===== config.mk =====
export PLATFORM = sky130hd
export DESIGN_NAME = sram_boundary_scan_tap
export DESIGN_NICKNAME = d
export VERILOG_FILES = /design/src/inc/sram_tap_pkg.sv /design/src/rtl/sram_boundary_scan_tap.sv
export VERILOG_INCLUDE_DIRS = /design/src /design/src/inc
export SDC_FILE = /design/constraint.sdc
export NUM_CORES = 1
export LEC_CHECK = 0
export BUFFER_PORTS_ARGS = -buffer_cell sky130_fd_sc_hd__clkbuf_2
export CAP_MARGIN = 30
export CORE_ASPECT_RATIO = 0.9
export CORE_UTILIZATION = 55
export CTS_BUF_LIST = sky130_fd_sc_hd__clkbuf_16
export DETAILED_ROUTE_END_ITERATION = 10
export HOLD_SLACK_MARGIN = 0.15
export PLACE_DENSITY = 0.78
export REMOVE_ABC_BUFFERS = 1
export SETUP_SLACK_MARGIN = 0.05
export SLEW_MARGIN = 20
export SYNTH_ARGS = -nofsm -noshare
export SYNTH_HDL_FRONTEND = slang
export SYNTH_SLANG_ARGS = --single-unit
export TNS_END_PERCENT = 30

===== constraint.sdc =====
create_clock -name clk_i -period 2.29 [get_ports clk_i]
set_clock_uncertainty 0.2 [all_clocks]
set_input_delay 0.458 -clock clk_i [delete_from_list [all_inputs] [get_ports clk_i]]
set_output_delay 0.458 -clock clk_i [all_outputs]
set_load 0.005 [all_outputs]

===== src/inc/sram_tap_cfg.svh =====
`ifndef SRAM_TAP_CFG_SVH
`define SRAM_TAP_CFG_SVH

// Scan chain geometry.
`define BSR_LEN      64
`define BSR_OE_CELL  47
`define BSR_NC_MASK  64'hf000_0000_0000_0000
`define IR_LEN       3
`define ID_LEN       32

// Instruction codes.
`define INS_EXTEST   3'h0
`define INS_IDCODE   3'h1
`define INS_SAMPLEZ  3'h2
`define INS_RSVD_A   3'h3
`define INS_SAMPLE   3'h4
`define INS_RSVD_B   3'h5
`define INS_RSVD_C   3'h6
`define INS_BYPASS   3'h7

// Capture pattern of the instruction register.
`define IR_CAPTURE   3'h1

// Pin bit positions inside the synchroniser vectors.
`define PIN_TCK      2
`define PIN_TMS      1
`define PIN_TDI      0
`define PIN_RESET    3'h3

`endif


===== src/inc/sram_tap_pkg.sv =====
`include "sram_tap_cfg.svh"
`default_nettype none

package sram_tap_pkg;

   // Port controller states.
   typedef enum logic [3:0] {
      ST_RESET, ST_IDLE,
      ST_SEL_DR, ST_CAP_DR, ST_SHIFT_DR, ST_EXIT1_DR,
      ST_PAUSE_DR, ST_EXIT2_DR, ST_UPD_DR,
      ST_SEL_IR, ST_CAP_IR, ST_SHIFT_IR, ST_EXIT1_IR,
      ST_PAUSE_IR, ST_EXIT2_IR, ST_UPD_IR
   } tap_state_t;

   // Whole state of the port.
   typedef struct packed {
      logic [2:0]               sy1;
      logic [2:0]               sy2;
      logic [2:0]               sy3;
      logic [2:0]               lvl;
      tap_state_t               st;
      logic [`IR_LEN-1:0]       ir_sh;
      logic [`IR_LEN-1:0]       ir;
      logic [`BSR_LEN-1:0]      bsr_sh;
      logic [`BSR_LEN-1:0]      bsr_upd;
      logic [`ID_LEN-1:0]       id_sh;
      logic                     byp;
      logic                     tdo;
      logic                     tdo_oe_n;
      logic                     ext;
      logic                     q_oe;
   } tap_regs_t;

endpackage

`default_nettype wire


===== src/rtl/sram_boundary_scan_tap.sv =====
`include "sram_tap_cfg.svh"
`default_nettype none

module sram_boundary_scan_tap #(
   parameter logic [`ID_LEN-1:0] ID_VALUE = 32'h0a5a_5001 // Arbitrary value.
) (
   // System clock and power-up reset.
   input  wire logic                 clk_i,
   input  wire logic                 resetn_i,
   // Test port pins.
   input  wire logic                 tck_i,
   input  wire logic                 tms_i,
   input  wire logic                 tdi_i,
   output logic                      tdo_o,
   output logic                      tdo_oe_n_o,
   // Memory pin ring.
   input  wire logic [`BSR_LEN-1:0]  pin_ring_i,
   output logic [`BSR_LEN-1:0]       bsr_drive_o,
   output logic                      extest_o,
   output logic                      q_oe_o
);

   sram_tap_pkg::tap_regs_t r_reg;
   sram_tap_pkg::tap_regs_t r_next;

   // Edge strobes, settled pin levels and register selects.
   logic [2:0] agree;
   logic       tck_rise;
   logic       tck_fall;
   logic       tms_s;
   logic       tdi_s;
   logic       sel_bsr;
   logic       sel_id;

   // Standard sixteen-state controller transition table; every state has
   // exactly one successor for each mode-select level.
   function automatic sram_tap_pkg::tap_state_t next_state(
      input sram_tap_pkg::tap_state_t st,
      input logic                     tms
   );
      sram_tap_pkg::tap_state_t ns;
      begin
         ns = sram_tap_pkg::ST_RESET;
         case (st)
            // Reset and idle.
            sram_tap_pkg::ST_RESET:
            begin
               if (tms)
                  ns = sram_tap_pkg::ST_RESET;
               else
                  ns = sram_tap_pkg::ST_IDLE;
            end
            sram_tap_pkg::ST_IDLE:
            begin
               if (tms)
                  ns = sram_tap_pkg::ST_SEL_DR;
               else
                  ns = sram_tap_pkg::ST_IDLE;
            end
            // Data register column.
            sram_tap_pkg::ST_SEL_DR:
            begin
               if (tms)
                  ns = sram_tap_pkg::ST_SEL_IR;
               else
                  ns = sram_tap_pkg::ST_CAP_DR;
            end
            sram_tap_pkg::ST_CAP_DR:
            begin
               if (tms)
                  ns = sram_tap_pkg::ST_EXIT1_DR;
               else
                  ns = sram_tap_pkg::ST_SHIFT_DR;
            end
            sram_tap_pkg::ST_SHIFT_DR:
            begin
               if (tms)
                  ns = sram_tap_pkg::ST_EXIT1_DR;
               else
                  ns = sram_tap_pkg::ST_SHIFT_DR;
            end
            sram_tap_pkg::ST_EXIT1_DR:
            begin
               if (tms)
                  ns = sram_tap_pkg::ST_UPD_DR;
               else
                  ns = sram_tap_pkg::ST_PAUSE_DR;
            end
            sram_tap_pkg::ST_PAUSE_DR:
            begin
               if (tms)
                  ns = sram_tap_pkg::ST_EXIT2_DR;
               else
                  ns = sram_tap_pkg::ST_PAUSE_DR;
            end
            sram_tap_pkg::ST_EXIT2_DR:
            begin
               if (tms)
                  ns = sram_tap_pkg::ST_UPD_DR;
               else
                  ns = sram_tap_pkg::ST_SHIFT_DR;
            end
            sram_tap_pkg::ST_UPD_DR:
            begin
               if (tms)
                  ns = sram_tap_pkg::ST_SEL_DR;
               else
                  ns = sram_tap_pkg::ST_IDLE;
            end
            // Instruction register column.
            sram_tap_pkg::ST_SEL_IR:
            begin
               if (tms)
                  ns = sram_tap_pkg::ST_RESET;
               else
                  ns = sram_tap_pkg::ST_CAP_IR;
            end
            sram_tap_pkg::ST_CAP_IR:
            begin
               if (tms)
                  ns = sram_tap_pkg::ST_EXIT1_IR;
               else
                  ns = sram_tap_pkg::ST_SHIFT_IR;
            end
            sram_tap_pkg::ST_SHIFT_IR:
            begin
               if (tms)
                  ns = sram_tap_pkg::ST_EXIT1_IR;
               else
                  ns = sram_tap_pkg::ST_SHIFT_IR;
            end
            sram_tap_pkg::ST_EXIT1_IR:
            begin
               if (tms)
                  ns = sram_tap_pkg::ST_UPD_IR;
               else
                  ns = sram_tap_pkg::ST_PAUSE_IR;
            end
            sram_tap_pkg::ST_PAUSE_IR:
            begin
               if (tms)
                  ns = sram_tap_pkg::ST_EXIT2_IR;
               else
                  ns = sram_tap_pkg::ST_PAUSE_IR;
            end
            sram_tap_pkg::ST_EXIT2_IR:
            begin
               if (tms)
                  ns = sram_tap_pkg::ST_UPD_IR;
               else
                  ns = sram_tap_pkg::ST_SHIFT_IR;
            end
            sram_tap_pkg::ST_UPD_IR:
            begin
               if (tms)
                  ns = sram_tap_pkg::ST_SEL_DR;
               else
                  ns = sram_tap_pkg::ST_IDLE;
            end
            default:
               ns = sram_tap_pkg::ST_RESET;
         endcase
         return ns;
      end
   endfunction

   // A pin level is accepted once the second and third stages agree, which
   // rejects a single-cycle glitch on the slow test clock.
   // The price is latency: an edge is seen three to four system clocks
   // late, so each test clock phase must last at least three of them.
   always_comb
   begin
      agree    = ~(r_reg.sy2 ^ r_reg.sy3);
      tck_rise = agree[`PIN_TCK] & r_reg.sy3[`PIN_TCK]
                 & ~r_reg.lvl[`PIN_TCK];
      tck_fall = agree[`PIN_TCK] & ~r_reg.sy3[`PIN_TCK]
                 & r_reg.lvl[`PIN_TCK];
      // Mode select and data in are taken as settled at the tck rise.
      tms_s    = r_reg.lvl[`PIN_TMS];
      tdi_s    = r_reg.lvl[`PIN_TDI];
   end

   // Register selection from the current instruction; the unused codes fall
   // back to the bypass bit so the chain never breaks.
   always_comb
   begin
      sel_bsr = (r_reg.ir == `INS_EXTEST)  ||
                (r_reg.ir == `INS_SAMPLE)  ||
                (r_reg.ir == `INS_SAMPLEZ);
      sel_id  = (r_reg.ir == `INS_IDCODE);
   end

   // Next state of the whole port.
   always_comb
   begin
      r_next     = r_reg;
      r_next.sy1 = {tck_i, tms_i, tdi_i};
      r_next.sy2 = r_reg.sy1;
      r_next.sy3 = r_reg.sy2;
      r_next.lvl = (r_reg.lvl & ~agree) | (r_reg.sy3 & agree);

      // Rising test clock edge: sample and act on the current state.
      if (tck_rise)
      begin
         case (r_reg.st)
            sram_tap_pkg::ST_CAP_IR:
               r_next.ir_sh = `IR_CAPTURE;
            sram_tap_pkg::ST_SHIFT_IR:
               r_next.ir_sh = {tdi_s, r_reg.ir_sh[`IR_LEN-1:1]};
            sram_tap_pkg::ST_UPD_IR:
               r_next.ir = r_reg.ir_sh;
            sram_tap_pkg::ST_CAP_DR:
            begin
               if (sel_bsr)
               begin
                  // Reserved ball cells capture zero, so a scan of the
                  // chain shows which positions are real pins.
                  r_next.bsr_sh = pin_ring_i & ~`BSR_NC_MASK;
               end
               else if (sel_id)
               begin
                  r_next.id_sh = ID_VALUE;
               end
               else
               begin
                  r_next.byp = 1'b0;
               end
            end
            sram_tap_pkg::ST_SHIFT_DR:
            begin
               // Only the selected register moves.
               if (sel_bsr)
               begin
                  r_next.bsr_sh = {tdi_s,
                                   r_reg.bsr_sh[`BSR_LEN-1:1]};
               end
               else if (sel_id)
               begin
                  r_next.id_sh = {tdi_s, r_reg.id_sh[`ID_LEN-1:1]};
               end
               else
               begin
                  r_next.byp = tdi_s;
               end
            end
            sram_tap_pkg::ST_UPD_DR:
            begin
               // Preload only under the two preload instructions.
               if ((r_reg.ir == `INS_SAMPLE) || (r_reg.ir == `INS_EXTEST))
               begin
                  r_next.bsr_upd = r_reg.bsr_sh;
               end
            end
            default:
            begin
               r_next.st = r_reg.st;
            end
         endcase
         r_next.st = next_state(r_reg.st, tms_s);
         // Whatever path leads into reset, the identification instruction
         // and the bus enable preset hold from that very rise, so the
         // memory bus is never left floated by a stale instruction.
         if (r_next.st == sram_tap_pkg::ST_RESET)
         begin
            r_next.ir                    = `INS_IDCODE;
            r_next.bsr_upd[`BSR_OE_CELL] = 1'b1;
         end
      end

      // Falling edge: present the LSB of the selected register.
      // Data out is registered, so it settles three to four system clocks
      // after the pin falls; read it late in the low phase.
      if (tck_fall)
      begin
         if ((r_reg.st == sram_tap_pkg::ST_SHIFT_IR) ||
             (r_reg.st == sram_tap_pkg::ST_SHIFT_DR))
         begin
            r_next.tdo_oe_n = 1'b0;
         end
         else
         begin
            r_next.tdo_oe_n = 1'b1;
         end
         if (r_reg.st == sram_tap_pkg::ST_SHIFT_IR)
         begin
            r_next.tdo = r_reg.ir_sh[0];
         end
         else if (sel_bsr)
         begin
            r_next.tdo = r_reg.bsr_sh[0];
         end
         else if (sel_id)
         begin
            r_next.tdo = r_reg.id_sh[0];
         end
         else
         begin
            r_next.tdo = r_reg.byp;
         end
      end

      // Output bus control follows the instruction that is about to hold.
      // Working from the next copy keeps q_oe_o in step with extest_o.
      r_next.ext  = (r_next.ir == `INS_EXTEST);
      r_next.q_oe = (r_next.ir != `INS_SAMPLEZ) &&
                    !(r_next.ext &&
                      !r_next.bsr_upd[`BSR_OE_CELL]);
   end

   // Power-up reset; the test port itself never resets the memory, it only
   // drives the pins through extest_o and bsr_drive_o and gates the output bus
   // through q_oe_o.
   always_ff @(posedge clk_i or negedge resetn_i)
   begin
      if (!resetn_i)
      begin
         r_reg          <= '0;
         r_reg.sy1      <= `PIN_RESET;
         r_reg.sy2      <= `PIN_RESET;
         r_reg.sy3      <= `PIN_RESET;
         r_reg.lvl      <= `PIN_RESET;
         r_reg.st       <= sram_tap_pkg::ST_RESET;
         r_reg.ir       <= `INS_IDCODE;
         r_reg.ir_sh    <= `IR_CAPTURE;
         r_reg.bsr_upd  <= `BSR_LEN'h1 << `BSR_OE_CELL;
         r_reg.byp      <= 1'b0;
         r_reg.tdo_oe_n <= 1'b1;
         r_reg.q_oe     <= 1'b1;
      end
      else
      begin
         r_reg <= r_next;
      end
   end

   // Every output straight from a flip-flop.
   assign tdo_o       = r_reg.tdo;
   assign tdo_oe_n_o  = r_reg.tdo_oe_n;
   assign bsr_drive_o = r_reg.bsr_upd;
   assign extest_o    = r_reg.ext;
   assign q_oe_o      = r_reg.q_oe;

endmodule // sram_boundary_scan_tap

`default_nettype wire


==> results by stage <==
Run status:
- The run finished with clean final reports.

GRT:
- Entering global routing, the biggest net connects about 100 pins.
- The number of antenna violations at the first check in global routing was 0.
- For this run the aggregate overflow at the end of global routing stands at 0.
- Global routing used between 30% and 40% of the available met2 tracks.
- The global-route usage over all layers is between 20 and 25%.
- For this run, global-route usage on met3 was measured as between 6 and 7%.
- The number of global-route vias before repair is 5767.
- The global routing met1 resource utilization is roughly 29%.
- The global routing's busiest layer is met2.
- The first global-routing pass estimated 28.3 mm of wire.

Placed design:
- The number of port buffers is ~130.
- The congestion estimate from routability-driven global placement came to between 0.7 and 0.8.
- The detailed placement HPWL is about 11 mm.

Setup path:
- The kind of critical path is flop to flop.
- The largest single stage delay on the critical path is roughly 0.64 ns.
- The critical path arrival is about 2.2 ns.
- STA puts the critical path data required time at about 2.4 ns.
- The worst setup path is captured at a flop.
- Traced cell by cell, the critical path runs through nor2b_1 > nand3_4 > buf_12 > mux2_4.
- The worst setup path is launched from a flop.
- The master of the slowest instance on the critical path is dfrtp_1.
- Along the worst path, the maximum fanout reaches 34.

Clock network:
- The later-pin clock latency in the skew report is 0.43 ns.
- Clock-pin slew was measured on the worst setup and hold paths at approximately 0.070 ns.
- The H-tree was split into 4 levels.
- The maximum root-to-sink buffer count is 2.
- TritonCTS built the clock tree.
- Clock tree synthesis found a total of around 190 sinks.
- CTS placed an instance of clkbuf_16 at the clock tree root.
- Clock tree synthesis inserted a total of 17 buffers.

Final layout:
- The library cells used most frequently in the layout, excluding fill and tap cells, are 173 x dfrtp_1, 138 x nand2_1, 131 x clkbuf_2.
- From synthesis to final layout, the design area changed by 18.3%.
- For this run, the post-layout net count is between 900 and 1000.
- 0 antenna diodes ended up in the layout.
- The most common cell after layout, fill and taps aside is dfrtp_1.
- The register with the most flip-flops in the layout has 110 of them.
- The count of fill cells added during filler insertion is around 1100.
- In the final layout, the share of cells above drive strength 1 is 30.0%.

Timing:
- The setup TNS is 0 ns.
- Setup repair after global routing left no endpoint under its margin.
- The hold violation count in the final report is 0.
- Setup violations remaining at the end of the flow were counted as 0.
- The clock period could shrink to about 2.1 ns.
- The top achievable clock speed is about 0.47 GHz.
- Dividing the final minimum period by the clock period gives between 90% and 100%.
- The worst hold slack across all endpoints is ~0.15 ns.
- The actual slew at the worst max-slew pin is 0.483 ns.
- Headroom to the max-slew limit came out at around two thirds.
- The max-slew violation count is 0.

Synthesis:
- Yosys attributes the largest share of cell area to dfrtp_1 50%, mux2_4 10%, mux2i_1 7.2%.
- The area share of the largest cell type after synthesis is between 50% and 60%.
- The post-synthesis instance area is a little under 9000 um^2.
- The number of flops mapped to enable cells by yosys is 0.
- The average instance in the mapped netlist occupies about 11 um^2.
- The fraction of registers with async set or reset after synthesis is 100%.
- The most used flip-flop cell after synthesis is dfrtp_1.
- The Yosys step of the flow raised 0 warnings.
- The number of distinct standard cells referenced by the synthesized netlist is 52.
- Summed over all instances, the cell type with the most area after synthesis is dfrtp_1.
- The post-synthesis instance total is 756.
- Counting flops and latches in the post-synthesis netlist gives around 190.
- The proportion of synthesized chip area in sequential cells is a little over half.

Route:
- The total number of vias is approximately 5600.
- The number of detailed-route iterations in the first pass is 6.
- The remaining number of nets flagged by the antenna check after routing is 0.
- The detailed-route wire length per cell is roughly 16 um.
- The detailed-route wire length is between 15 and 20 mm.
- The violation count after the first detailed-route iteration is 304.
- The total DRC errors in the routed layout is 0.
- The post-detailed-route via-to-cell ratio is 5.18.

Floorplanning:
- The die height is 121 um.
- The number of top-level pins is 137.
- The horizontal die dimension is 134 um.
- The placement row count is 43.
- The die covers 16300 um^2.
- The initial core utilization is approximately 56%.
- The region available for standard cell placement spans 15400 um^2.

Job:
- The max-capacitance violation count is 0.

Power:
- The leakage power figure is a little over 5 nW.
- The total power per unit cell area is around 1100 nW/um^2.
- VDD sags by at most between 600 and 700 uV.

Worst hold path:
- The worst hold path belongs to the class input pin to flop.
-- cells in the mapped netlist, drive strengths merged, types with 2 or more instances --
cell,number
a21oi,9
nor3,2
nor3b,3
dfstp,13
o31ai,3
nor4,2
inv,7
a211oi,2
nor2b,5
maj3,3
nand3,2
nand2,138
o21ai,106
and2,2
nor2,18
buf,93
a31oi,3
ha,2
nand4,2
dfrtp,174
o211ai,2
mux2,64
clkbuf,19
mux2i,62
nand2b,2
-- worst paths after layout --
check,slack [ns],end,from,cells past startpoint
worst min register to register,0.16,r_next[179],r_next[182],0
min in group asynchronous,0.34,r_reg[169],resetn_i,2
worst min-delay path,0.15,r_reg[131],pin_ring_i[30],3
worst max register to register,0.17,bsr_drive_o[22],r_reg[174],4
max in group asynchronous,0.90,async pin,resetn_i,3
worst max-delay path,0.17,bsr_drive_o[22],r_reg[174],4
-- final cells by class --
cell class | count | area (um^2) | area share [%]
inverters | 7 | 26.3 | 0.256
well taps | 202 | 253 | 2.46
multi-input cells | 450 | 3190 | 31.1
clock inverters | 15 | 148 | 1.44
clock buffers | 17 | 425 | 4.15
flip-flops and latches | 187 | 4700 | 45.8
repair buffers | 212 | 1520 | 14.8
-- per-layer routing --
layer | part of all wire [%] | up-vias
met5 | 0 | -
met4 | 1.8 | 0
met2 | 48 | 119
met1 | 44 | 2763
met3 | 5.4 | 23
li1 | - | 2740
-- per-stage QoR --
stage          utilization (%)  power (mW)  instance area (um^2)  setup slack (ns)  std cells
2_1_floorplan                -        6.70                  7890             -9.78        644
3_5_place_dp              59.0        8.08                  9080            0.0700        997
3_3_place_gp              59.0        7.94                  9080             0.143        997
4_1_cts                   66.6        11.1                 10200             0.180       1088
6_report                  66.7        11.1                 10300             0.172       1090
5_1_grt                   66.7        11.7                 10300            0.0532       1090
-- kinds of logic after synthesis --
logic type	count (synthesis)	synth area share, %
flip-flops	187	54.1
XOR/XNOR	1	0.101
adder cells (fa/ha/maj)	5	0.635
AO/OA/AOI/OAI	136	8.66
AND/OR/NAND/NOR	182	9.16
buffers and inverters	119	9.28
multiplexers	126	18.0
-- worst max-delay path: cells and delay by family (launching register included) --
| kind | cells | cell delay [ns] |
|---|---|---|
| simple gates | 2 | 0.57 |
| mux | 1 | 0.33 |
| buf+inv | 1 | 0.23 |
| flops | 1 | 0.64 |
-- where the power goes --
group / internal (mW) / switching, mW
logic: 1.66 / 1.35
registers: 4.31 / 0.848
clock network: 1.61 / 1.27
-- timing repair --
action,4_1_cts,5_1_grt
endpoints found under the setup margin,1,1
hold endpoints to repair,105,0
resized for setup,1,0
pin swaps,0,0
buffers inserted,0,2
hold buffers,59,0
cloned,0,0
Power figures use the tool's default switching activity.
